## config.mk

```make
export PLATFORM = sky130hd
export DESIGN_NAME = serial_top
export DESIGN_NICKNAME = d
export VERILOG_FILES = /design/src/verilog/serial_pkg.sv /design/src/verilog/serial_baud_gen.sv /design/src/verilog/serial_sync.sv /design/src/verilog/serial_top.sv
export SDC_FILE = /design/constraint.sdc
export NUM_CORES = 1
export LEC_CHECK = 0
export BUFFER_PORTS_ARGS = -buffer_cell sky130_fd_sc_hd__buf_2
export CORE_ASPECT_RATIO = 1.5
export CORE_UTILIZATION = 55
export DETAILED_ROUTE_END_ITERATION = 6
export GPL_TIMING_DRIVEN = 0
export PLACE_DENSITY_LB_ADDON = 0.1
export SETUP_SLACK_MARGIN = 0.5
export SLEW_MARGIN = 20
export SYNTH_ARGS = -nofsm -noshare
export SYNTH_HDL_FRONTEND = slang
export SYNTH_SLANG_ARGS = --single-unit
```

## constraint.sdc

```tcl
create_clock -name CLK -period 5.3 [get_ports CLK]
set_input_delay 0.265 -clock CLK [delete_from_list [all_inputs] [get_ports CLK]]
set_output_delay 0.265 -clock CLK [all_outputs]
set_load 0.02 [all_outputs]
```

## src/verilog/serial_pkg.sv

```systemverilog
// shared constants and types of the serial baud and control block
package serial_pkg;

  // register indices; byte address is four times the index
  localparam logic [9:0] IDX_STATUS   = 10'h050;
  localparam logic [9:0] IDX_DATA     = 10'h051;
  localparam logic [9:0] IDX_BAUD     = 10'h052;
  localparam logic [9:0] IDX_CTRL1    = 10'h053;
  localparam logic [9:0] IDX_CTRL2    = 10'h054;
  localparam logic [9:0] IDX_RX_EXT   = 10'h055;
  localparam logic [9:0] IDX_TX_EXT   = 10'h057;
  localparam logic [9:0] IDX_INT_STAT = 10'h058;
  localparam logic [9:0] IDX_INT_MASK = 10'h059;

  // status fields
  localparam int ST_TX_EMPTY = 7;
  localparam int ST_TX_DONE  = 6;
  localparam int ST_RX_READY = 5;
  localparam int ST_IDLE     = 4;
  localparam int ST_OVERRUN  = 3;
  localparam int ST_NOISE    = 2;
  localparam int ST_FRAMING  = 1;
  // control one fields
  localparam int C1_RX_BIT8  = 7;
  localparam int C1_TX_BIT8  = 6;
  localparam int C1_WORD9    = 4;
  localparam int C1_WAKE     = 3;
  localparam logic [7:0] C1_WMASK = 8'h58;
  // control two fields
  localparam int C2_TX_EN    = 3;
  localparam int C2_RX_EN    = 2;
  localparam int C2_MUTE     = 1;
  localparam int C2_BREAK    = 0;
  // interrupt status and mask fields
  localparam int IRQ_TX_EMPTY = 0;
  localparam int IRQ_TX_DONE  = 1;
  localparam int IRQ_RX_READY = 2;
  localparam int IRQ_OVERRUN  = 3;
  localparam int IRQ_IDLE     = 4;
  localparam int IRQ_W        = 5;

  // reset values
  localparam logic [7:0] RST_STATUS = 8'hC0;
  localparam logic [7:0] RST_BYTE   = 8'h00;

  // timing counts
  localparam logic [3:0] OS_LAST    = 4'hF;
  localparam logic [3:0] SAMPLE_A   = 4'h7;
  localparam logic [3:0] SAMPLE_B   = 4'h8;
  localparam logic [3:0] SAMPLE_C   = 4'h9;
  localparam logic [3:0] BITS_WORD8 = 4'h9;
  localparam logic [3:0] BITS_WORD9 = 4'hA;
  localparam logic [7:0] IDLE_OS8   = 8'hA0;
  localparam logic [7:0] IDLE_OS9   = 8'hB0;

  typedef struct packed {
    logic        psel;
    logic        penable;
    logic        pwrite;
    logic [11:0] paddr;
    logic [31:0] pwdata;
  } apb_req_t;

  // coarse prescaler factor from its two-bit selector
  function automatic logic [3:0] first_prescale_factor(input logic [1:0] s);
    case (s)
      2'b00:   first_prescale_factor = 4'h1;
      2'b01:   first_prescale_factor = 4'h3;
      2'b10:   first_prescale_factor = 4'h4;
      default: first_prescale_factor = 4'hD;
    endcase
  endfunction

endpackage

```

## src/verilog/serial_baud_gen.sv

```systemverilog
// one direction of the baud generator: prescaler, divisor, sixteen stage
`timescale 1ns/1ps
module serial_baud_gen (
  input  wire logic       clk,
  input  wire logic       rstn,
  input  wire logic       ce,
  input  wire logic [1:0] pre_sel,
  input  wire logic [2:0] div_sel,
  input  wire logic [7:0] ext_div,
  output logic            os_tick,
  output logic            bit_tick
);
  import serial_pkg::*;

  logic [3:0] pre_cnt_q;
  logic [7:0] mid_cnt_q;
  logic [3:0] six_cnt_q;
  logic [7:0] mid_factor;
  logic       pre_tick;

  assign mid_factor = (ext_div != 8'h00) ? ext_div : 8'h01 << div_sel;
  assign pre_tick = (pre_cnt_q == 4'h0);

  // prescaler and divisor counters reload from the current setting at terminal count
  always_ff @(posedge clk or negedge rstn)
  begin
    if (!rstn)
    begin
      pre_cnt_q <= 4'h0;
      mid_cnt_q <= 8'h00;
      six_cnt_q <= 4'h0;
      os_tick   <= 1'b0;
      bit_tick  <= 1'b0;
    end
    else if (ce)
    begin
      pre_cnt_q <= pre_tick ? first_prescale_factor(pre_sel) - 4'h1
                            : pre_cnt_q - 4'h1;
      os_tick   <= 1'b0;
      bit_tick  <= 1'b0;
      if (pre_tick)
      begin
        if (mid_cnt_q == 8'h00)
        begin
          mid_cnt_q <= mid_factor - 8'h01;
          os_tick   <= 1'b1;
          six_cnt_q <= six_cnt_q + 4'h1;
          bit_tick  <= (six_cnt_q == OS_LAST);
        end
        else
          mid_cnt_q <= mid_cnt_q - 8'h01;
      end
    end
  end
endmodule

```

## src/verilog/serial_sync.sv

```systemverilog
// two-stage synchroniser for the serial receive pin
`timescale 1ns/1ps
module serial_sync (
  input  wire logic clk,
  input  wire logic rstn,
  input  wire logic ce,
  input  wire logic din,
  output logic      dout
);
  logic meta_q;

  always_ff @(posedge clk or negedge rstn)
  begin
    if (!rstn)
    begin
      meta_q <= 1'b1;
      dout   <= 1'b1;
    end
    else if (ce)
    begin
      meta_q <= din;
      dout   <= meta_q;
    end
  end
endmodule

```

## src/verilog/serial_top.sv

```systemverilog
// asynchronous serial interface: registers, baud clocks, tx and rx engines
`timescale 1ns/1ps
module serial_top (
  input  wire logic                 CLK,
  input  wire logic                 RSTN,
  input  wire logic                 CE,
  input  wire serial_pkg::apb_req_t APB_REQ,
  output logic [31:0]               PRDATA,
  output logic                      PREADY,
  output logic                      PSLVERR,
  input  wire logic                 RXD,
  output logic                      TXD,
  output logic                      IRQ
);
  import serial_pkg::*;

  typedef enum logic [1:0] {
    TX_IDLE = 2'b01,
    TX_SEND = 2'b10
  } tx_state_t;

  typedef enum logic [2:0] {
    RX_IDLE  = 3'b001,
    RX_START = 3'b010,
    RX_DATA  = 3'b100
  } rx_state_t;

  logic [7:0]         baud_rate_select_q;
  logic [7:0]         ctrl1_q;
  logic [7:0]         ctrl2_q;
  logic [7:0]         rx_ext_prescale_q;
  logic [7:0]         tx_ext_prescale_q;
  logic [7:0]         tx_buffer_q;
  logic [7:0]         rx_buffer_q;
  logic               rx_bit8_q;
  logic               tx_empty_q;
  logic               tx_done_q;
  logic               rx_ready_q;
  logic               idle_q;
  logic               overrun_q;
  logic               noise_q;
  logic               framing_q;
  logic               status_seen_q;
  logic [IRQ_W-1:0]   int_stat_q;
  logic [IRQ_W-1:0]   int_mask_q;
  tx_state_t          tx_state_q;
  logic [9:0]         tx_shift_q;
  logic [3:0]         tx_cnt_q;
  logic               break_pend_q;
  rx_state_t          rx_state_q;
  logic [3:0]         os_cnt_q;
  logic [3:0]         rx_idx_q;
  logic [2:0]         samp_q;
  logic               rx_noise_q;
  logic [9:0]         rx_shift_q;
  logic [7:0]         idle_cnt_q;
  logic               idle_armed_q;
  logic [31:0]        rdata;
  logic               mapped;
  logic               rxd_s;
  logic               tx_os;
  logic               tx_bit;
  logic               rx_os;
  logic               rx_bit;

  // apb decode: setup, a wait cycle to register the answer, then accept
  logic [9:0] idx;
  logic       prep;
  logic       acc;
  logic       wr;
  logic       rd;
  logic       wr_data;
  logic       rd_data;
  logic       acc_status;
  assign idx        = APB_REQ.paddr[11:2];
  assign prep       = APB_REQ.psel & APB_REQ.penable & ~PREADY;
  assign acc        = APB_REQ.psel & APB_REQ.penable & PREADY;
  assign wr         = acc & APB_REQ.pwrite & mapped;
  assign rd         = acc & ~APB_REQ.pwrite & mapped;
  assign wr_data    = wr & (idx == IDX_DATA);
  assign rd_data    = rd & (idx == IDX_DATA);
  assign acc_status = acc & mapped & (idx == IDX_STATUS);

  logic word9;
  logic tx_en;
  logic rx_en;
  assign word9 = ctrl1_q[C1_WORD9];
  assign tx_en = ctrl2_q[C2_TX_EN];
  assign rx_en = ctrl2_q[C2_RX_EN];

  serial_sync u_rx_sync (
    .clk  (CLK),
    .rstn (RSTN),
    .ce   (CE),
    .din  (RXD),
    .dout (rxd_s)
  );

  serial_baud_gen u_tx_baud (
    .clk      (CLK),
    .rstn     (RSTN),
    .ce       (CE),
    .pre_sel  (baud_rate_select_q[7:6]),
    .div_sel  (baud_rate_select_q[5:3]),
    .ext_div  (tx_ext_prescale_q),
    .os_tick  (tx_os),
    .bit_tick (tx_bit)
  );

  serial_baud_gen u_rx_baud (
    .clk      (CLK),
    .rstn     (RSTN),
    .ce       (CE),
    .pre_sel  (baud_rate_select_q[7:6]),
    .div_sel  (baud_rate_select_q[2:0]),
    .ext_div  (rx_ext_prescale_q),
    .os_tick  (rx_os),
    .bit_tick (rx_bit)
  );

  always_comb
  begin
    mapped = 1'b1;
    rdata  = 32'h0000_0000;
    case (idx)
      IDX_STATUS:   rdata[7:0] = {tx_empty_q, tx_done_q, rx_ready_q, idle_q,
                                  overrun_q, noise_q, framing_q, 1'b0};
      IDX_DATA:     rdata[7:0] = rx_buffer_q;
      IDX_BAUD:     rdata[7:0] = baud_rate_select_q;
      IDX_CTRL1:    rdata[7:0] = {rx_bit8_q, ctrl1_q[6:0]};
      IDX_CTRL2:    rdata[7:0] = ctrl2_q;
      IDX_RX_EXT:   rdata[7:0] = rx_ext_prescale_q;
      IDX_TX_EXT:   rdata[7:0] = tx_ext_prescale_q;
      IDX_INT_STAT: rdata[IRQ_W-1:0] = int_stat_q;
      IDX_INT_MASK: rdata[IRQ_W-1:0] = int_mask_q;
      default:      mapped = 1'b0;
    endcase
  end

  always_ff @(posedge CLK or negedge RSTN)
  begin
    if (!RSTN)
    begin
      PREADY  <= 1'b0;
      PRDATA  <= 32'h0000_0000;
      PSLVERR <= 1'b0;
    end
    else if (CE)
    begin
      PREADY  <= prep;
      PSLVERR <= prep & ~mapped;
      if (prep)
        PRDATA <= APB_REQ.pwrite ? 32'h0000_0000 : rdata;
    end
  end

  // software-written configuration
  logic rx_wake;
  always_ff @(posedge CLK or negedge RSTN)
  begin
    if (!RSTN)
    begin
      baud_rate_select_q <= RST_BYTE;
      ctrl1_q            <= RST_BYTE;
      ctrl2_q            <= RST_BYTE;
      rx_ext_prescale_q  <= RST_BYTE;
      tx_ext_prescale_q  <= RST_BYTE;
      int_mask_q         <= '0;
    end
    else if (CE)
    begin
      // hardware wake clears mute unless software writes control two in the same cycle
      if (rx_wake)
        ctrl2_q[C2_MUTE] <= 1'b0;
      if (wr)
      begin
        case (idx)
          IDX_BAUD:     baud_rate_select_q <= APB_REQ.pwdata[7:0];
          IDX_CTRL1:    ctrl1_q <= APB_REQ.pwdata[7:0] & C1_WMASK;
          IDX_CTRL2:    ctrl2_q <= APB_REQ.pwdata[7:0];
          IDX_RX_EXT:   rx_ext_prescale_q <= APB_REQ.pwdata[7:0];
          IDX_TX_EXT:   tx_ext_prescale_q <= APB_REQ.pwdata[7:0];
          IDX_INT_MASK: int_mask_q <= APB_REQ.pwdata[IRQ_W-1:0];
          default:      ;
        endcase
      end
    end
  end

  // transmitter
  logic tx_start;
  logic tx_brk_go;
  logic tx_dat_go;
  logic tx_frame_end;
  logic brk_wr;
  // a write that sets send-break asks for one break frame
  assign brk_wr       = wr & (idx == IDX_CTRL2) & APB_REQ.pwdata[C2_BREAK];
  assign tx_start     = tx_bit & tx_en &
                        ((tx_state_q == TX_IDLE) || (tx_cnt_q == 4'h0));
  // break first, while set or once after a pulse
  assign tx_brk_go    = tx_start & (ctrl2_q[C2_BREAK] | break_pend_q);
  // data moves only once the empty flag is clear
  assign tx_dat_go    = tx_start & ~tx_brk_go & ~tx_empty_q;
  assign tx_frame_end = tx_bit & (tx_state_q == TX_SEND) &
                        (tx_cnt_q == 4'h0) & ~tx_brk_go & ~tx_dat_go;

  always_ff @(posedge CLK or negedge RSTN)
  begin
    if (!RSTN)
    begin
      tx_state_q   <= TX_IDLE;
      tx_shift_q   <= 10'h3FF;
      tx_cnt_q     <= 4'h0;
      TXD          <= 1'b1;
      break_pend_q <= 1'b0;
      tx_buffer_q  <= RST_BYTE;
    end
    else if (CE)
    begin
      // data register writes go to the transmit buffer
      if (wr_data)
        tx_buffer_q <= APB_REQ.pwdata[7:0];
      // remember a break request until one is sent
      if (brk_wr)
        break_pend_q <= 1'b1;
      else if (tx_brk_go)
        break_pend_q <= 1'b0;
      if (!tx_en)
      begin
        tx_state_q <= TX_IDLE;
        tx_cnt_q   <= 4'h0;
        TXD        <= 1'b1;
      end
      else if (tx_brk_go || tx_dat_go)
      begin
        tx_state_q <= TX_SEND;
        TXD        <= 1'b0;
        tx_cnt_q   <= word9 ? BITS_WORD9 : BITS_WORD8;
        // nine-bit frames carry the extra data bit
        tx_shift_q <= tx_brk_go ? {1'b1, ~word9, 8'h00}
                    : {1'b1, word9 ? ctrl1_q[C1_TX_BIT8] : 1'b1, tx_buffer_q};
      end
      else if (tx_bit && tx_state_q == TX_SEND)
      begin
        if (tx_cnt_q != 4'h0)
        begin
          TXD        <= tx_shift_q[0];
          tx_shift_q <= {1'b1, tx_shift_q[9:1]};
          tx_cnt_q   <= tx_cnt_q - 4'h1;
        end
        else
          tx_state_q <= TX_IDLE;
      end
    end
  end

  // receiver
  logic       maj;
  logic       samp_odd;
  logic       bit_end;
  logic       frame_done;
  logic       rx_addr;
  logic       rx_accept;
  logic       idle_hit;
  logic [3:0] rx_last;
  assign maj      = (samp_q[0] & samp_q[1]) | (samp_q[1] & samp_q[2]) |
                    (samp_q[0] & samp_q[2]);
  assign samp_odd = ~(&samp_q) & (|samp_q);
  assign bit_end  = rx_os & (os_cnt_q == OS_LAST);
  assign rx_last  = word9 ? BITS_WORD9 - 4'h1 : BITS_WORD8 - 4'h1;
  assign frame_done = bit_end & (rx_state_q == RX_DATA) &
                      (rx_idx_q == rx_last);
  assign rx_addr  = word9 ? rx_shift_q[8] : rx_shift_q[7];
  // address mark wakes and that frame is kept
  assign rx_accept = frame_done &
                     (~ctrl2_q[C2_MUTE] | (ctrl1_q[C1_WAKE] & rx_addr));
  assign idle_hit = rx_os & rx_en & (rx_state_q == RX_IDLE) & rxd_s &
                    (idle_cnt_q == (word9 ? IDLE_OS9 : IDLE_OS8) - 8'h01);
  // wake on idle line or address mark
  assign rx_wake  = ctrl2_q[C2_MUTE] &
                    ((idle_hit & ~ctrl1_q[C1_WAKE]) |
                     (frame_done & ctrl1_q[C1_WAKE] & rx_addr));

  always_ff @(posedge CLK or negedge RSTN)
  begin
    if (!RSTN)
    begin
      rx_state_q <= RX_IDLE;
      os_cnt_q   <= 4'h0;
      rx_idx_q   <= 4'h0;
      samp_q     <= 3'b111;
      rx_noise_q <= 1'b0;
      rx_shift_q <= 10'h000;
      idle_cnt_q <= 8'h00;
    end
    else if (CE)
    begin
      if (!rx_en)
      begin
        rx_state_q <= RX_IDLE;
        idle_cnt_q <= 8'h00;
      end
      else if (rx_os)
      begin
        os_cnt_q <= os_cnt_q + 4'h1;
        if (os_cnt_q == SAMPLE_A || os_cnt_q == SAMPLE_B ||
            os_cnt_q == SAMPLE_C)
          samp_q <= {samp_q[1:0], rxd_s};
        case (rx_state_q)
          RX_IDLE:
          begin
            if (!rxd_s)
            begin
              rx_state_q <= RX_START;
              os_cnt_q   <= 4'h1;
              rx_noise_q <= 1'b0;
              idle_cnt_q <= 8'h00;
            end
            else if (!idle_hit)
              idle_cnt_q <= idle_cnt_q + 8'h01;
            else
              idle_cnt_q <= 8'h00;
          end
          RX_START:
          begin
            if (os_cnt_q == OS_LAST)
            begin
              rx_state_q <= maj ? RX_IDLE : RX_DATA;
              rx_idx_q   <= 4'h0;
              rx_noise_q <= samp_odd;
            end
          end
          RX_DATA:
          begin
            if (os_cnt_q == OS_LAST)
            begin
              rx_shift_q[rx_idx_q] <= maj;
              rx_noise_q <= rx_noise_q | samp_odd;
              rx_idx_q   <= rx_idx_q + 4'h1;
              if (rx_idx_q == rx_last)
                rx_state_q <= RX_IDLE;
            end
          end
          default: rx_state_q <= RX_IDLE;
        endcase
      end
    end
  end

  // status flags; hardware set wins over the software sequence
  logic tx_empty_set;
  logic rx_ready_set;
  logic overrun_set;
  logic idle_set;
  logic stop_ok;
  assign stop_ok      = maj;
  assign tx_empty_set = tx_dat_go;
  assign rx_ready_set = rx_accept & ~rx_ready_q;
  assign overrun_set  = rx_accept & rx_ready_q;
  assign idle_set     = idle_hit & ~ctrl2_q[C2_MUTE] & idle_armed_q;

  always_ff @(posedge CLK or negedge RSTN)
  begin
    if (!RSTN)
    begin
      {tx_empty_q, tx_done_q, rx_ready_q, idle_q, overrun_q, noise_q,
       framing_q} <= RST_STATUS[7:1];
      status_seen_q <= 1'b0;
      idle_armed_q  <= 1'b0;
      rx_buffer_q   <= RST_BYTE;
      rx_bit8_q     <= 1'b0;
    end
    else if (CE)
    begin
      if (acc_status)
        status_seen_q <= 1'b1;
      else if (wr_data || rd_data)
        status_seen_q <= 1'b0;
      if (wr_data && status_seen_q)
      begin
        tx_empty_q <= 1'b0;
        tx_done_q  <= 1'b0;
      end
      // status access then data read, or receiver off
      if (!rx_en || (rd_data && status_seen_q))
      begin
        rx_ready_q <= 1'b0;
        idle_q     <= 1'b0;
        overrun_q  <= 1'b0;
        noise_q    <= 1'b0;
        framing_q  <= 1'b0;
      end
      if (tx_empty_set)
        tx_empty_q <= 1'b1;
      if (tx_frame_end)
        tx_done_q <= 1'b1;
      if (rx_en && rx_ready_set)
      begin
        rx_buffer_q  <= rx_shift_q[7:0];
        rx_bit8_q    <= word9 & rx_shift_q[8];
        rx_ready_q   <= 1'b1;
        noise_q      <= rx_noise_q | samp_odd;
        framing_q    <= ~stop_ok;
        idle_armed_q <= 1'b1;
      end
      if (rx_en && overrun_set)
        overrun_q <= 1'b1;
      if (rx_en && idle_set)
      begin
        idle_q       <= 1'b1;
        idle_armed_q <= 1'b0;
      end
    end
  end

  // interrupt status, write one to clear, set wins
  logic [IRQ_W-1:0] int_ev;
  always_comb
  begin
    int_ev               = '0;
    int_ev[IRQ_TX_EMPTY] = tx_empty_set;
    int_ev[IRQ_TX_DONE]  = tx_frame_end;
    int_ev[IRQ_RX_READY] = rx_en & rx_ready_set;
    int_ev[IRQ_OVERRUN]  = rx_en & overrun_set;
    int_ev[IRQ_IDLE]     = rx_en & idle_set;
  end

  always_ff @(posedge CLK or negedge RSTN)
  begin
    if (!RSTN)
    begin
      int_stat_q <= '0;
      IRQ        <= 1'b0;
    end
    else if (CE)
    begin
      int_stat_q <= (int_stat_q &
                     ~((wr && idx == IDX_INT_STAT) ?
                       APB_REQ.pwdata[IRQ_W-1:0] : {IRQ_W{1'b0}})) | int_ev;
      IRQ        <= |(int_stat_q & int_mask_q);
    end
  end
endmodule
```

### Yosys cells after proc, flatten, opt, wreduce, memory -nomap -nowiden

Cells that the tools add are included.

* $add $sub $neg: 13
* $mul: 0
* div/mod/pow operators: 0
* $lt $le $gt $ge: 2
* eq/ne operators: 35
* shift-type cells: 2
* mux-type cells: 81
* bitwise logic cells: 70
* reduce and logical (&&, ||, !) cells: 70

Operator list (count)
* $eq 10x7->1 const B: 9
* $mux 8: 10
* $and 1x1->1: 48
* $pmux 5 s9: 1
* $mux 4: 11
* $sub 8x1->8 const B: 5
* $reduce_and 3->1: 12
* $mux 1: 32
* $mux 10: 3
* $reduce_and 2->1: 13
* $reduce_bool 2->1: 11
* $mux 3: 7
* $pmux 3 s7: 1
* $eq 4x4->1 const B: 4
* $logic_not 8->1: 2
* $reduce_bool 8->1: 2
* $shl 1x3->8 const A: 2
* $sub 4x1->4 const B: 4
* $mux 2: 7
* $add 4x1->4 const B: 3
* $logic_not 4->1: 3
* $ne 3x3->1 const B: 4
* $not 1->1: 12
* $pmux 4 s3: 1
* 39 further kinds: 66

* bits in registers: 189
* latch bits: 0
* RAM bits: 0
* bits in read-only memories: 0
* input port bits: 51
* output and inout port bits: 36
* logic and storage cells: 318
* memories: 0

### Longest topological paths before layout

Gate-level depths: netlist (run 1).

* depth after elaboration: 11
* depth in mapped cells: 10
* mapped depth without buffers: 9

### Cells and area by module

A second synthesis (run 1) with hierarchy kept.

* cell total of the unflattened synthesis: 929
* area, all modules: 9431.5 sq um

By module, submodules not included
* serial_top: times used 1, cells each 677, area each 7029.2 sq um
* serial_baud_gen: times used 2, cells each 124, area each 1163.6 sq um
* serial_sync: times used 1, cells each 4, area each 75.1 sq um

### Worst setup path before layout (run 1)

No wires, ideal clock.

* path type: register to register
* start point: reg u_tx_baud.mid_cnt_q[2]
* end point: reg u_tx_baud.mid_cnt_q[2]
* library setup time: 121 ps
* data arrival time: 2334 ps
* slack: 2845 ps
* cell stages (with the launch flop): 10
* buffers on the path: 1
* clock period less this slack: 2455 ps
* cell sequence: dfrtp_1 > nor4_1 > and3_1 > clkbuf_1 > a311oi_1 > ha_1 > nor2b_1 > o21ai_0 > o31ai_1 > a22o_1

* longest elaborated chain between the ends: 2
* elaborated cells between the ends (all ways): 3

RTL lines
* from (decl): RTL line serial_baud_gen.sv:16 `logic [7:0] mid_cnt_q;`
* from (signal assigned): RTL line serial_baud_gen.sv:45 `mid_cnt_q <= mid_factor - 8'h01;`
* from (signal assigned): RTL line serial_baud_gen.sv:51 `mid_cnt_q <= mid_cnt_q - 8'h01;`
* $sub 8x1->8 or $logic_not 8->1 (tied branches): RTL line serial_baud_gen.sv:51, serial_baud_gen.sv:43
* $mux 8 *: RTL line serial_baud_gen.sv:43 `if (mid_cnt_q == 8'h00)`

Every way passes the cells marked *; elsewhere a longest branch is shown, timed or not.
A chain may end at the register's enable or synchronous reset.

### Worst setup path after layout (run 1)

* start point: reg u_rx_baud.mid_cnt_q[0]
* end point: reg u_rx_baud.mid_cnt_q[2]

* longest elaborated chain between the ends: 2
* elaborated cells between the ends (all ways): 3

RTL lines (RTL line)
* from (decl): serial_baud_gen.sv:16
* from (signal assigned): serial_baud_gen.sv:45
* from (signal assigned): serial_baud_gen.sv:51
* $sub 8x1->8 or $logic_not 8->1 (tied branches): serial_baud_gen.sv:51, serial_baud_gen.sv:43
* $mux 8 *: serial_baud_gen.sv:43

Marked as above.

==> results of run 1 <==
-- worst max-delay path, cell delays in order, from the launching register on --
cell and delay [ns]:
dfrtp_1 0.42, nor4_1 0.58, nand2_1 0.15, clkbuf_1 0.31, o21bai_1 0.31, inv_1 0.07
ha_1 0.23, nor2b_1 0.15, o21ai_1 0.22, o31ai_1 0.13, a22o_1 0.24
-- stage by stage --
stage | hold slack [ns] | utilization [%] | setup WS, ns | std cells | cell area [um^2]
2_1_floorplan | -0.0306 | - | 2.85 | 958 | 9480
6_report | 0.0763 | 62.9 | 2.36 | 1236 | 10500
3_3_place_gp | 0.459 | 59.1 | 1.43 | 1202 | 9910
4_1_cts | 0.0669 | 62.9 | 2.39 | 1236 | 10500
3_5_place_dp | 0.303 | 59.4 | 2.40 | 1203 | 9960
5_1_grt | 0.0700 | 62.9 | 2.06 | 1236 | 10500
-- power by group through the flow --
stage,Combinational (mW),Sequential (mW),Clock (mW)
CTS,0.568,1.41,1.22
floorplan,0.411,1.41,0
global route,0.639,1.42,1.27
detailed placement,0.565,1.43,0
global placement,0.553,1.43,0
finish,0.570,1.41,1.21
-- routing by layer --
layer / up-vias / wire length (um)
li1: 3605 / -
met1: 3793 / 9820
met2: 228 / 12800
met3: 74 / 1020
met4: 0 / 1300
met5: - / 0
-- path summary, 6_finish.rpt --
kind | to | slack, ns | cells after the start
min | u_rx_sync.meta_q | 0.08 | 2
max | u_rx_baud.mid_cnt_q[2] | 2.36 | 10
max reg2reg | u_rx_baud.mid_cnt_q[2] | 2.36 | 10
min in group asynchronous | tx_buffer_q[1] | 0.42 | 2
min reg2reg | tx_shift_q[5] | 0.47 | 2
max in group asynchronous | samp_q[0] | 4.03 | 3
-- cell usage after synthesis, types with 5 or more instances --
master,number,area share [%]
nor2_1,40,1.6
o21bai_1,8,0.64
a21o_1,7,0.56
nand3_1,32,1.7
and4_1,5,0.47
nand4_1,12,0.80
o22ai_1,9,0.60
nor2b_1,14,0.93
o41ai_1,5,0.47
a22oi_1,10,0.80
dfrtp_1,144,38
a41oi_1,5,0.47
o21ai_0,54,2.9
or3_1,9,0.60
mux2i_1,25,2.7
o211ai_1,10,0.80
a31oi_1,18,1.2
nand2b_1,16,1.1
inv_1,38,1.5
mux2_2,69,8.3
or2_2,6,0.40
and3_1,14,0.93
a21oi_1,19,1.0
buf_4,25,2.0
or3b_2,6,0.56
ha_1,17,2.3
o2bb2ai_1,6,0.56
nor3_1,23,1.2
clkbuf_1,26,1.0
nor3b_1,11,0.88
o31ai_1,15,1.2
dfstp_2,19,5.3
xor2_1,6,0.56
nor4_1,11,0.73
nand2_1,84,3.4
buf_2,11,0.59
a22o_1,13,1.2
-- what timing repair did --
action                                  in CTS  in global routing
hold buffers                                 1                  0
endpoints found under the setup margin       0                  0
hold endpoints to repair                    66                  0
-- cell type report --
class / instances / share of cell area [%]
multi-input combinational: 690 / 46.2
timing repair buffer: 36 / 2.07
sequential: 163 / 38.9
inverter: 38 / 1.35
buffer: 67 / 3.55
clock inverter: 14 / 1.22
clock buffer: 18 / 4.17
tap: 210 / 2.49
-- cells in the final DEF (no fill, tap or decap), types with 11 or more instances in the layout --
cell       instances
nor2_1            40
dfrtp_1          144
clkbuf_1          26
clkbuf_16         17
a31oi_1           18
mux2i_1           25
o31ai_1           15
nand2b_1          16
nand4_1           12
buf_2             44
nor3_1            22
ha_1              17
inv_1             38
conb_1            24
buf_4             25
and3_1            14
dfstp_2           19
nor2b_1           14
nand3_1           32
o21ai_0           54
nor3b_1           11
nand2_1           84
a22o_1            13
a21oi_1           19
mux2_2            69
-- cells by family (layout without fill, tap and decap cells) --
| group | Yosys count | count (layout) | share of synthesized area, % |
|---|---|---|---|
| XOR/XNOR | 9 | 9 | 0.839 |
| buffers and inverters | 105 | 173 | 5.50 |
| AO/OA/AOI/OAI | 230 | 230 | 17.5 |
| multiplexers | 94 | 94 | 10.9 |
| adder cells (fa/ha/maj) | 18 | 18 | 2.37 |
| AND/OR/NAND/NOR | 315 | 315 | 19.1 |
| other | 1 | 24 | 0.0399 |
| flip-flops | 163 | 163 | 43.7 |
==> results.md, run 1 <==
- Status: completed
- H-tree depth: 4
- Fillers: roughly 1400
- Avg Cell Area, Syn: 10.0 um^2
- Port buffer count: 34
- Clock Path Buffers: 2
- Sequential share of power: between 40 and 50%
- Fmax: 340 MHz
- # IOs: 87
- DR iter-0 viols: between 400 and 500
- Global-route wire length before repair: about 40000 um
- Int Pwr: between 2 and 2.5 mW
- Final wirelength: about 25000 um
- Vias: 7700
- Post-synth top flop: dfrtp_1
- RSZ-0062 raised after global routing: false
- Final hold violations: 0
- Register area: 4100 um^2
- Power per cell area: 303 nW/um^2
- Clk root buf: clkbuf_16
- Switch share: between 30 and 40%
- Post-synth EDFFs: 0
- Avg Vias per Cell: ~6.2
- Yosys warnings: 0
- Hold Crit Start: RXD
- Worst clock skew: roughly 0.0096 ns
- Slew margin rel.: around a third
- CP Max Fanout: 10
- Largest net degree at the start of global routing: 85
- CP startpoint kind: flop
- Clock Sinks: around 160
- Post-synthesis cell area: 9390 um^2
- Layout cells sized above 1: roughly 22%
- Critical Path AT: 3.25 ns
- Setup Fix Bufs, Post-CTS: 0
- Cell variety after synth: 87
- Psw: between 0.9 and 1 mW
- Cts repair resizes: 0
- Clock Latency Late Sink: ~0.43 ns
- Registers with the most flip-flops: rx_shift_q: 9 flops, tx_shift_q: 9 flops
- DRT antenna net count: 0
- Worst hold path type: in -> reg
- Ant diodes: 0
- Area of the multi-input gates: between 4000 and 5000 um^2
- RD Place Congestion: approximately 0.96
- Die X-Extent: approximately 110 um
- Initial Util: about 56%
- TritonCTS buffer count: 17
- Hpwl dp: between 15000 and 20000 um
- CP endpoint kind: flop
- Required @ worst endpoint: approximately 5.6 ns
- Worst VDD drop: roughly 0.00021 V
- Initial antenna violation count: 0
- Leakage: approximately 4.7 nW
- CTS clk-pin slew, worst paths: 0.07 ns
- Cells after Synth: 935
- Total GRT Usage: 30.1%
- Fin. max-slew vios: 0
- Final setup viols: 0
- WL/cell: 20.2 um
- Top Usage Layer GRT: met2
- Die area: approximately 18000 um^2
- Reg2reg start: u_rx_baud.mid_cnt_q[0]
- Grt total ovfl: 0
- Die H: 162 um
- Remaining DRCs: 0
- Asr flop ratio synth: 100%
- NumNets Final: between 1000 and 1500
- Logic pwr share: between 15 and 20%
- Min Tclk post-route: approximately 2.9 ns
- Ratio of final minimum period to clock period: roughly 55%
- Rows: 58
- Seq/Total Area, Yosys: a little over two fifths
- Met1 GRT Util: between 30% and 40%
- Routing usage on met2: 51.5%
- Core area: approximately 17000 um^2
- DRT Pass-1 Iters: 5
- TritonCTS clock tree: yes
- Seq cells post-synth: 163
- Critical path type: reg -> reg
- Slew @ Worst Pin: a little under 1 ns
- Vias in the first global route: roughly 7600
- CP startpoint: u_rx_baud.mid_cnt_q[0]
- Met3 usage: between 5 and 6%
- Setup total negative slack: 0 ns
- Max-cap violations: 0
- Clock Power Share: ~38%
- Area delta synth->final: 12.2%
- Total Power: 3.19 mW
(Power assumes the default switching activity.)
==> inputs of run 2 (changes only) <==
Settings changed: CORE_UTILIZATION 55 to 54.
Clock period 5.3 ns to 2.6 ns, I/O delays scaled along.
==> run 2 against run 1 <==
Worst setup slack worse by 1.9 ns. Utilization rose by 6.7 points. Critical path type unchanged. Via count is 4.9% higher. Clock power is 100% higher. Cell count grew 5.9%. Sequential power grew 110%. Clock skew rose by 0.0018 ns. Global-route usage grew 0.83 points. Critical path depth is 2 lower. Final area grew 12%. Wire length increased by 9.5%. Clock-buffer cell count unchanged. Highest routed layer unchanged.
==> results.md, run 2 (synthesis gave the netlist of run 1 again) <==
- Vias: 8081 (+4.9%)
- Sequential share of power: 40.3% (-4.0 points)
- Die X-Extent: 110 um (+0.91%)
- NumNets Final: 1154 (+6.8%)
- DRT Pass-1 Iters: 7 (+2)
- Registers with the most flip-flops: rx_shift_q: 9 flops, tx_shift_q: 9 flops
- Largest net degree at the start of global routing: 92 (+8.2%)
- Fmax: 459 MHz (+35%)
- Reg2reg start: tx_cnt_q[0]
- Slew @ Worst Pin: 0.800 ns (-0.185 ns)
- Final WS setup: 0.419 ns (-1.94 ns)
- Max-cap violations: 0 (unchanged)
- Critical path type: reg -> reg
- Worst hold path type: in -> reg
- # IOs: 87 (unchanged)
- Cell Count Post-Placement: 1203 (unchanged)
- CP endpoint kind: flop
- Final setup viols: 0 (unchanged)
- Fin. max-slew vios: 0 (unchanged)
- Int Pwr: 4.93 mW (+120%)
- Switch share: 31.8% (+0.97 points)
- Power per cell area: 614 nW/um^2 (+100%)
- Critical Path AT: 2.51 ns (-0.74 ns)
- RSZ-0062 raised after global routing: true
- CTS clk-pin slew, worst paths: 0.07 ns (about the same)
- Leakage: 5.22 nW (+11%)
- Total Power: 7.23 mW (+130%)
- Worst clock skew: 0.0114 ns (+0.00179 ns)
- CP startpoint kind: flop
- Hpwl dp: 18400 um (-0.43%)
- Die H: 164 um (+0.91%)
- Avg Vias per Cell: 6.17 (-0.90%)
- TritonCTS buffer count: 17 (unchanged)
- Rows: 58 (unchanged)
- Ratio of final minimum period to clock period: 83.9% (+28 points)
- RR Endpoint: tx_shift_q[2]
- Slew margin rel.: 46.2% (+12 points)
- Core area: 16900 um^2 (+0.87%)
- Area delta synth->final: 25.3%
- DR iter-0 viols: 517 (+22%)
- Hold Crit Start: APB_REQ[5]
- FF-to-FF setup slack: 0.42 ns (-1.94 ns)
- Port buffer count: 34 (unchanged)
- Min Tclk post-route: 2.18 ns (-0.757 ns)
- Remaining DRCs: 0 (unchanged)
- Logic pwr share: 25.7% (+7.8 points)
- WL/cell: 20.9 um (+3.4%)
- Fillers: 1283 (-10%)
- Worst r2r path cells: 8 (-2)
- Most common cell after layout, fill and taps aside: dfrtp_1
- Vias in the first global route: 7843 (+3.3%)
- TritonCTS clock tree: yes
- Status: completed
- CP Max Fanout: 6 (-4)
- Required @ worst endpoint: 2.93 ns (-2.69 ns)
- Total GRT Usage: 30.9% (+0.83 points)
- Place WS: 0.0606 ns (-2.34 ns)
- Final wirelength: 27300 um (+9.5%)
- Clock Power Share: 34.0% (-3.8 points)
- Worst Hold Path EP: baud_rate_select_q[5]
- Die area: 17900 um^2 (+1.8%)
- WHS: 0.0806 ns (+0.00430 ns)
- Initial antenna violation count: 0 (unchanged)
- Layout cells sized above 1: 36.0% (+14 points)
- Clock Latency Late Sink: 0.44 ns (about the same)
- Clk root buf: clkbuf_16
- Most frequent cells in the layout: dfrtp_1 (126), buf_4 (92), nand2_1 (81)
- Initial Util: 55.5% (-0.48 points)
- Grt total ovfl: 0 (unchanged)
- Cell Count, Final, Fillers Out: 1309 (+5.9%)
- Psw: 2.30 mW (+130%)
- Clock Path Buffers: 2 (unchanged)
- RD Place Congestion: 0.926 (-3.1%)
- DRT antenna net count: 0 (unchanged)
- Ant diodes: 0 (unchanged)
- Final hold violations: 0 (unchanged)
- H-tree depth: 4 (unchanged)
- Hold Crit Depth: 2 (unchanged)
- Clock Sinks: 163 (unchanged)
- Global-route wire length before repair: 41500 um (+3.5%)
- Worst VDD drop: 0.000511 V (+140%)
[run 2: cell count changes in the layout (fill, tap and decap cells not counted), sizes merged]
cell	change
buf	+73
clkbuf	-1
clkinvlp	+1
dlygate4sd3	+1
inv	-1
[run 2: through the flow]
step / area (um^2) / utilization (%) / TNS (ns)
finish: 11800 / 69.6 / 0
global route: 11800 / 69.6 / 0
CTS: 11200 / 66.3 / 0
detailed placement: 10100 / 59.5 / 0
global placement: 10000 / 59.3 / -167.18
floorplan: 9590 / - / 0
[run 2: critical path: stages (launching register included)]
cell     delay, ns
dfrtp_1       0.39
inv_2         0.10
ha_4          0.13
or3b_4        0.42
a21o_4        0.23
nor4_4        0.23
buf_6         0.21
mux2i_1       0.10
o31ai_1       0.27
[run 2: how the worst max path moves through the flow]
stage / depth (start not counted) / slack (ns) / from / end
final: 8 / 0.42 / tx_cnt_q[0] / tx_shift_q[2]
after floorplan: 8 / 0.42 / tx_ext_prescale_q[1] / u_tx_baud.mid_cnt_q[2]
after CTS: 8 / 0.47 / tx_ext_prescale_q[0] / u_tx_baud.mid_cnt_q[2]
after global placement: 1 / -1.43 / RSTN / u_tx_baud.mid_cnt_q[2]
after global routing: 8 / 0.32 / tx_ext_prescale_q[5] / u_tx_baud.mid_cnt_q[2]
after detailed placement: 10 / 0.06 / u_rx_baud.mid_cnt_q[1] / u_rx_baud.mid_cnt_q[2]
[run 2: final cells by class]
type                    count  area [um^2]  area share [%]
plain buffers              67          439            3.73
clock buffers              18          439            3.73
clock inverters            14          129            1.10
inverters                  38          143            1.21
multi-input cells         690         5440            46.2
flip-flops and latches    163         4130            35.1
well taps                 210          263            2.23
repair buffers            109          793            6.74
[run 2: metal layers]
| metal | share of wire, % | global-route usage, % |
|---|---|---|
| met4 | 3.9 | 15.6 |
| met3 | 4.1 | 5.07 |
| met2 | 53 | 55.0 |
| met1 | 39 | 35.3 |
| met5 | 0 | 0 |
[run 2: timing repair]
item	4_1_cts	5_1_grt
gates resized for setup	59	81
endpoints found under the hold margin	70	0
endpoints found under the setup margin	51	71
setup buffers	44	26
pin swaps	21	26
hold buffers	2	0
gates cloned	2	0
[run 2: power groups by stage]
| stage | Combinational (mW) | Clock [mW] | Sequential [mW] |
|---|---|---|---|
| 3_3_place_gp | 1.21 | 0 | 2.96 |
| 4_1_cts | 1.61 | 2.48 | 2.90 |
| 3_5_place_dp | 1.24 | 0 | 2.96 |
| 2_1_floorplan | 0.897 | 0 | 2.92 |
| 5_1_grt | 2.02 | 2.58 | 2.94 |
| 6_report | 1.86 | 2.46 | 2.91 |
==> inputs of run 3 (changes only) <==
Clock period 2.6 ns to 1.8 ns, I/O delays scaled along.
==> run 3 against run 2 <==
Register-to-register slack got worse by 0.91 ns. Non-clock buffer count up 77. Sequential share of layout area shrank 4.7 points. Highest routed layer unchanged. Largest cell class unchanged. Sequential power rose by 47%. The flow now finishes with violations (setup timing). Global-route usage up 2.7 points.
==> results.md, run 3 (synthesis gave the netlist of run 1 again) <==
- WHS: 0.0250 ns (-0.0556 ns)
- Initial Util: 55.5% (unchanged)
- WL/cell: 22.4 um (+7.5%)
- Fillers: 1001 (-22%)
- Power per cell area: 782 nW/um^2 (+27%)
- TritonCTS buffer count: 17 (unchanged)
- Registers with the most flip-flops: rx_shift_q: 9 flops, tx_shift_q: 9 flops
- Core area: 16900 um^2 (unchanged)
- Cells along the critical path: nor3_2 > nand2_1 > nor4b_2 > a311oi_2 > ha_2 > nor2b_4 > o21ai_4 > o31ai_1 > a22o_1
- Hpwl dp: 18800 um (+2.2%)
- Worst clock skew: 0.00807 ns (-0.00330 ns)
- Total GRT Usage: 33.7% (+2.7 points)
- Total Power: 10.7 mW (+47%)
- Psw: 3.54 mW (+54%)
- Area of the multi-input gates: 6290 um^2 (+16%)
- Sequential share of power: 40.1% (-0.2 points)
- Die H: 164 um (unchanged)
- Logic pwr share: 27.4% (+1.7 points)
- # IOs: 87 (unchanged)
- Register area: 4140 um^2 (+0.45%)
- Ratio of final minimum period to clock period: 127% (+43 points)
- Clock Latency Late Sink: 0.45 ns (about the same)
- Worst hold path type: in -> reg
- Largest stage delay, worst path: 0.45 ns (+0.03 ns)
- Avg Vias per Cell: 6.35 (+2.8%)
- Clock Sinks: 163 (unchanged)
- Initial antenna violation count: 0 (unchanged)
- CP startpoint kind: flop
- Fmax: 437 MHz (-4.7%)
- Int Pwr: 7.11 mW (+44%)
- Die area: 17900 um^2 (unchanged)
- Most common cell after layout, fill and taps aside: buf_4
- Required @ worst endpoint: 2.14 ns (-0.79 ns)
- Final setup viols: 60 (+60)
- DRT Pass-1 Iters: 6 (-1)
- DRT antenna net count: 0 (unchanged)
- Vias: 8801 (+8.9%)
- Switch share: 33.3% (+1.5 points)
- Place WS: -0.641 ns (-0.701 ns)
- Final Instance Area: 13600 um^2 (+16%)
- Failing checks: setup timing
- Global-route wire length before repair: 45200 um (+8.8%)
- CTS clk-pin slew, worst paths: 0.07 ns (about the same)
- Slew @ Worst Pin: 0.767 ns (-0.0330 ns)
- Clock Power Share: 32.5% (-1.5 points)
- Most frequent cells in the layout: buf_4 (113), dfrtp_1 (111), nand2_1 (70)
- H-tree depth: 4 (unchanged)
- Port buffer count: 34 (unchanged)
- Final wirelength: 31100 um (+14%)
- Cell Count, Final, Fillers Out: 1387 (+6.0%)
- Clock Path Buffers: 2 (unchanged)
- Critical-path cell with the highest stage delay: dfrtp_2
- Leakage: 5.87 nW (+13%)
- Remaining DRCs: 0 (unchanged)
- CP Max Fanout: 6 (unchanged)
- Vias in the first global route: 8565 (+9.2%)
- Clk root buf: clkbuf_16
- Critical Path AT: 2.63 ns (+0.12 ns)
- RSZ-0062 raised after global routing: true
- Fin. max-slew vios: 0 (unchanged)
- NumNets Final: 1232 (+6.8%)
- Final WS setup: -0.488 ns (-0.907 ns)
- Post-Route Utilization: 80.6% (+11 points)
- Grt total ovfl: 0 (unchanged)
- RD Place Congestion: 0.971 (+4.8%)
- Ant diodes: 0 (unchanged)
- Final hold violations: 0 (unchanged)
- Setup total negative slack: -11.74 ns (-11.74 ns)
- Worst VDD drop: 0.000817 V (+60%)
- Area delta synth->final: 45.1%
- Min Tclk post-route: 2.29 ns (+0.107 ns)
- Cell Count Post-Placement: 1203 (unchanged)
- TritonCTS clock tree: yes
- Largest net degree at the start of global routing: 100 (+8.7%)
- Placed Area: 10700 um^2 (+6.1%)
- Max-cap violations: 0 (unchanged)
- Rows: 58 (unchanged)
- Status: finished, violations left
- Slew margin rel.: 48.9% (+2.7 points)
- CP endpoint kind: flop
- Critical path type: reg -> reg
- DR iter-0 viols: 740 (+43%)
- Layout cells sized above 1: 50.9% (+15 points)
- Die X-Extent: 110 um (unchanged)
-- run 3: critical path, delay by kind of cell (launching register included) --
kind	cells	cell delay, ns
compound gates	4	0.49
flops	1	0.45
simple gates	4	1.03
fa+ha+maj	1	0.21
-- run 3: cell type report --
cell class	instances	area share [%]
clock inverter	15	0.891
buffer	67	4.37
inverter	38	1.16
sequential	163	30.4
multi-input combinational	691	46.1
timing repair buffer	186	12.0
clock buffer	17	3.12
tap	210	1.93
-- run 3: power groups by stage --
| stage | Combinational (mW) | Sequential (mW) | Clock [mW] |
|---|---|---|---|
| 2_1_floorplan | 1.46 | 4.24 | 0 |
| 3_3_place_gp | 1.91 | 4.30 | 0 |
| 3_5_place_dp | 1.94 | 4.30 | 0 |
| 4_1_cts | 2.47 | 4.23 | 3.46 |
| 5_1_grt | 3.15 | 4.29 | 3.63 |
| 6_report | 2.92 | 4.27 | 3.46 |
-- run 3: timing repair --
action | CTS | global route
hold buffers | 2 | 0
endpoints found under the setup margin | 157 | 160
hold endpoints to repair | 65 | 0
pin swaps | 81 | 79
gates cloned | 4 | 0
setup buffers | 105 | 41
resized for setup | 201 | 114
-- run 3: routing by layer --
layer	part of all wire, %	global-route usage, %
met2	52	58.1
met5	0	0
met4	6.5	21.0
met3	5.3	6.98
met1	36	37.2
-- run 3: worst paths after layout --
| path | start | to | slack (ns) | cells past startpoint |
|---|---|---|---|---|
| worst max-delay path | u_tx_baud.mid_cnt_q[3] | u_tx_baud.mid_cnt_q[2] | -0.49 | 9 |
| worst min-delay path | APB_REQ[7] | ctrl2_q[7] | 0.02 | 2 |
| worst max register to register | u_tx_baud.mid_cnt_q[3] | u_tx_baud.mid_cnt_q[2] | -0.49 | 9 |
| worst min register to register | u_tx_baud.six_cnt_q[3] | u_tx_baud.six_cnt_q[3] | 0.48 | 1 |
| max in group asynchronous | RSTN | PREADY | 0.72 | 3 |
| min in group asynchronous | RSTN | u_rx_baud.mid_cnt_q[1] | 0.18 | 2 |
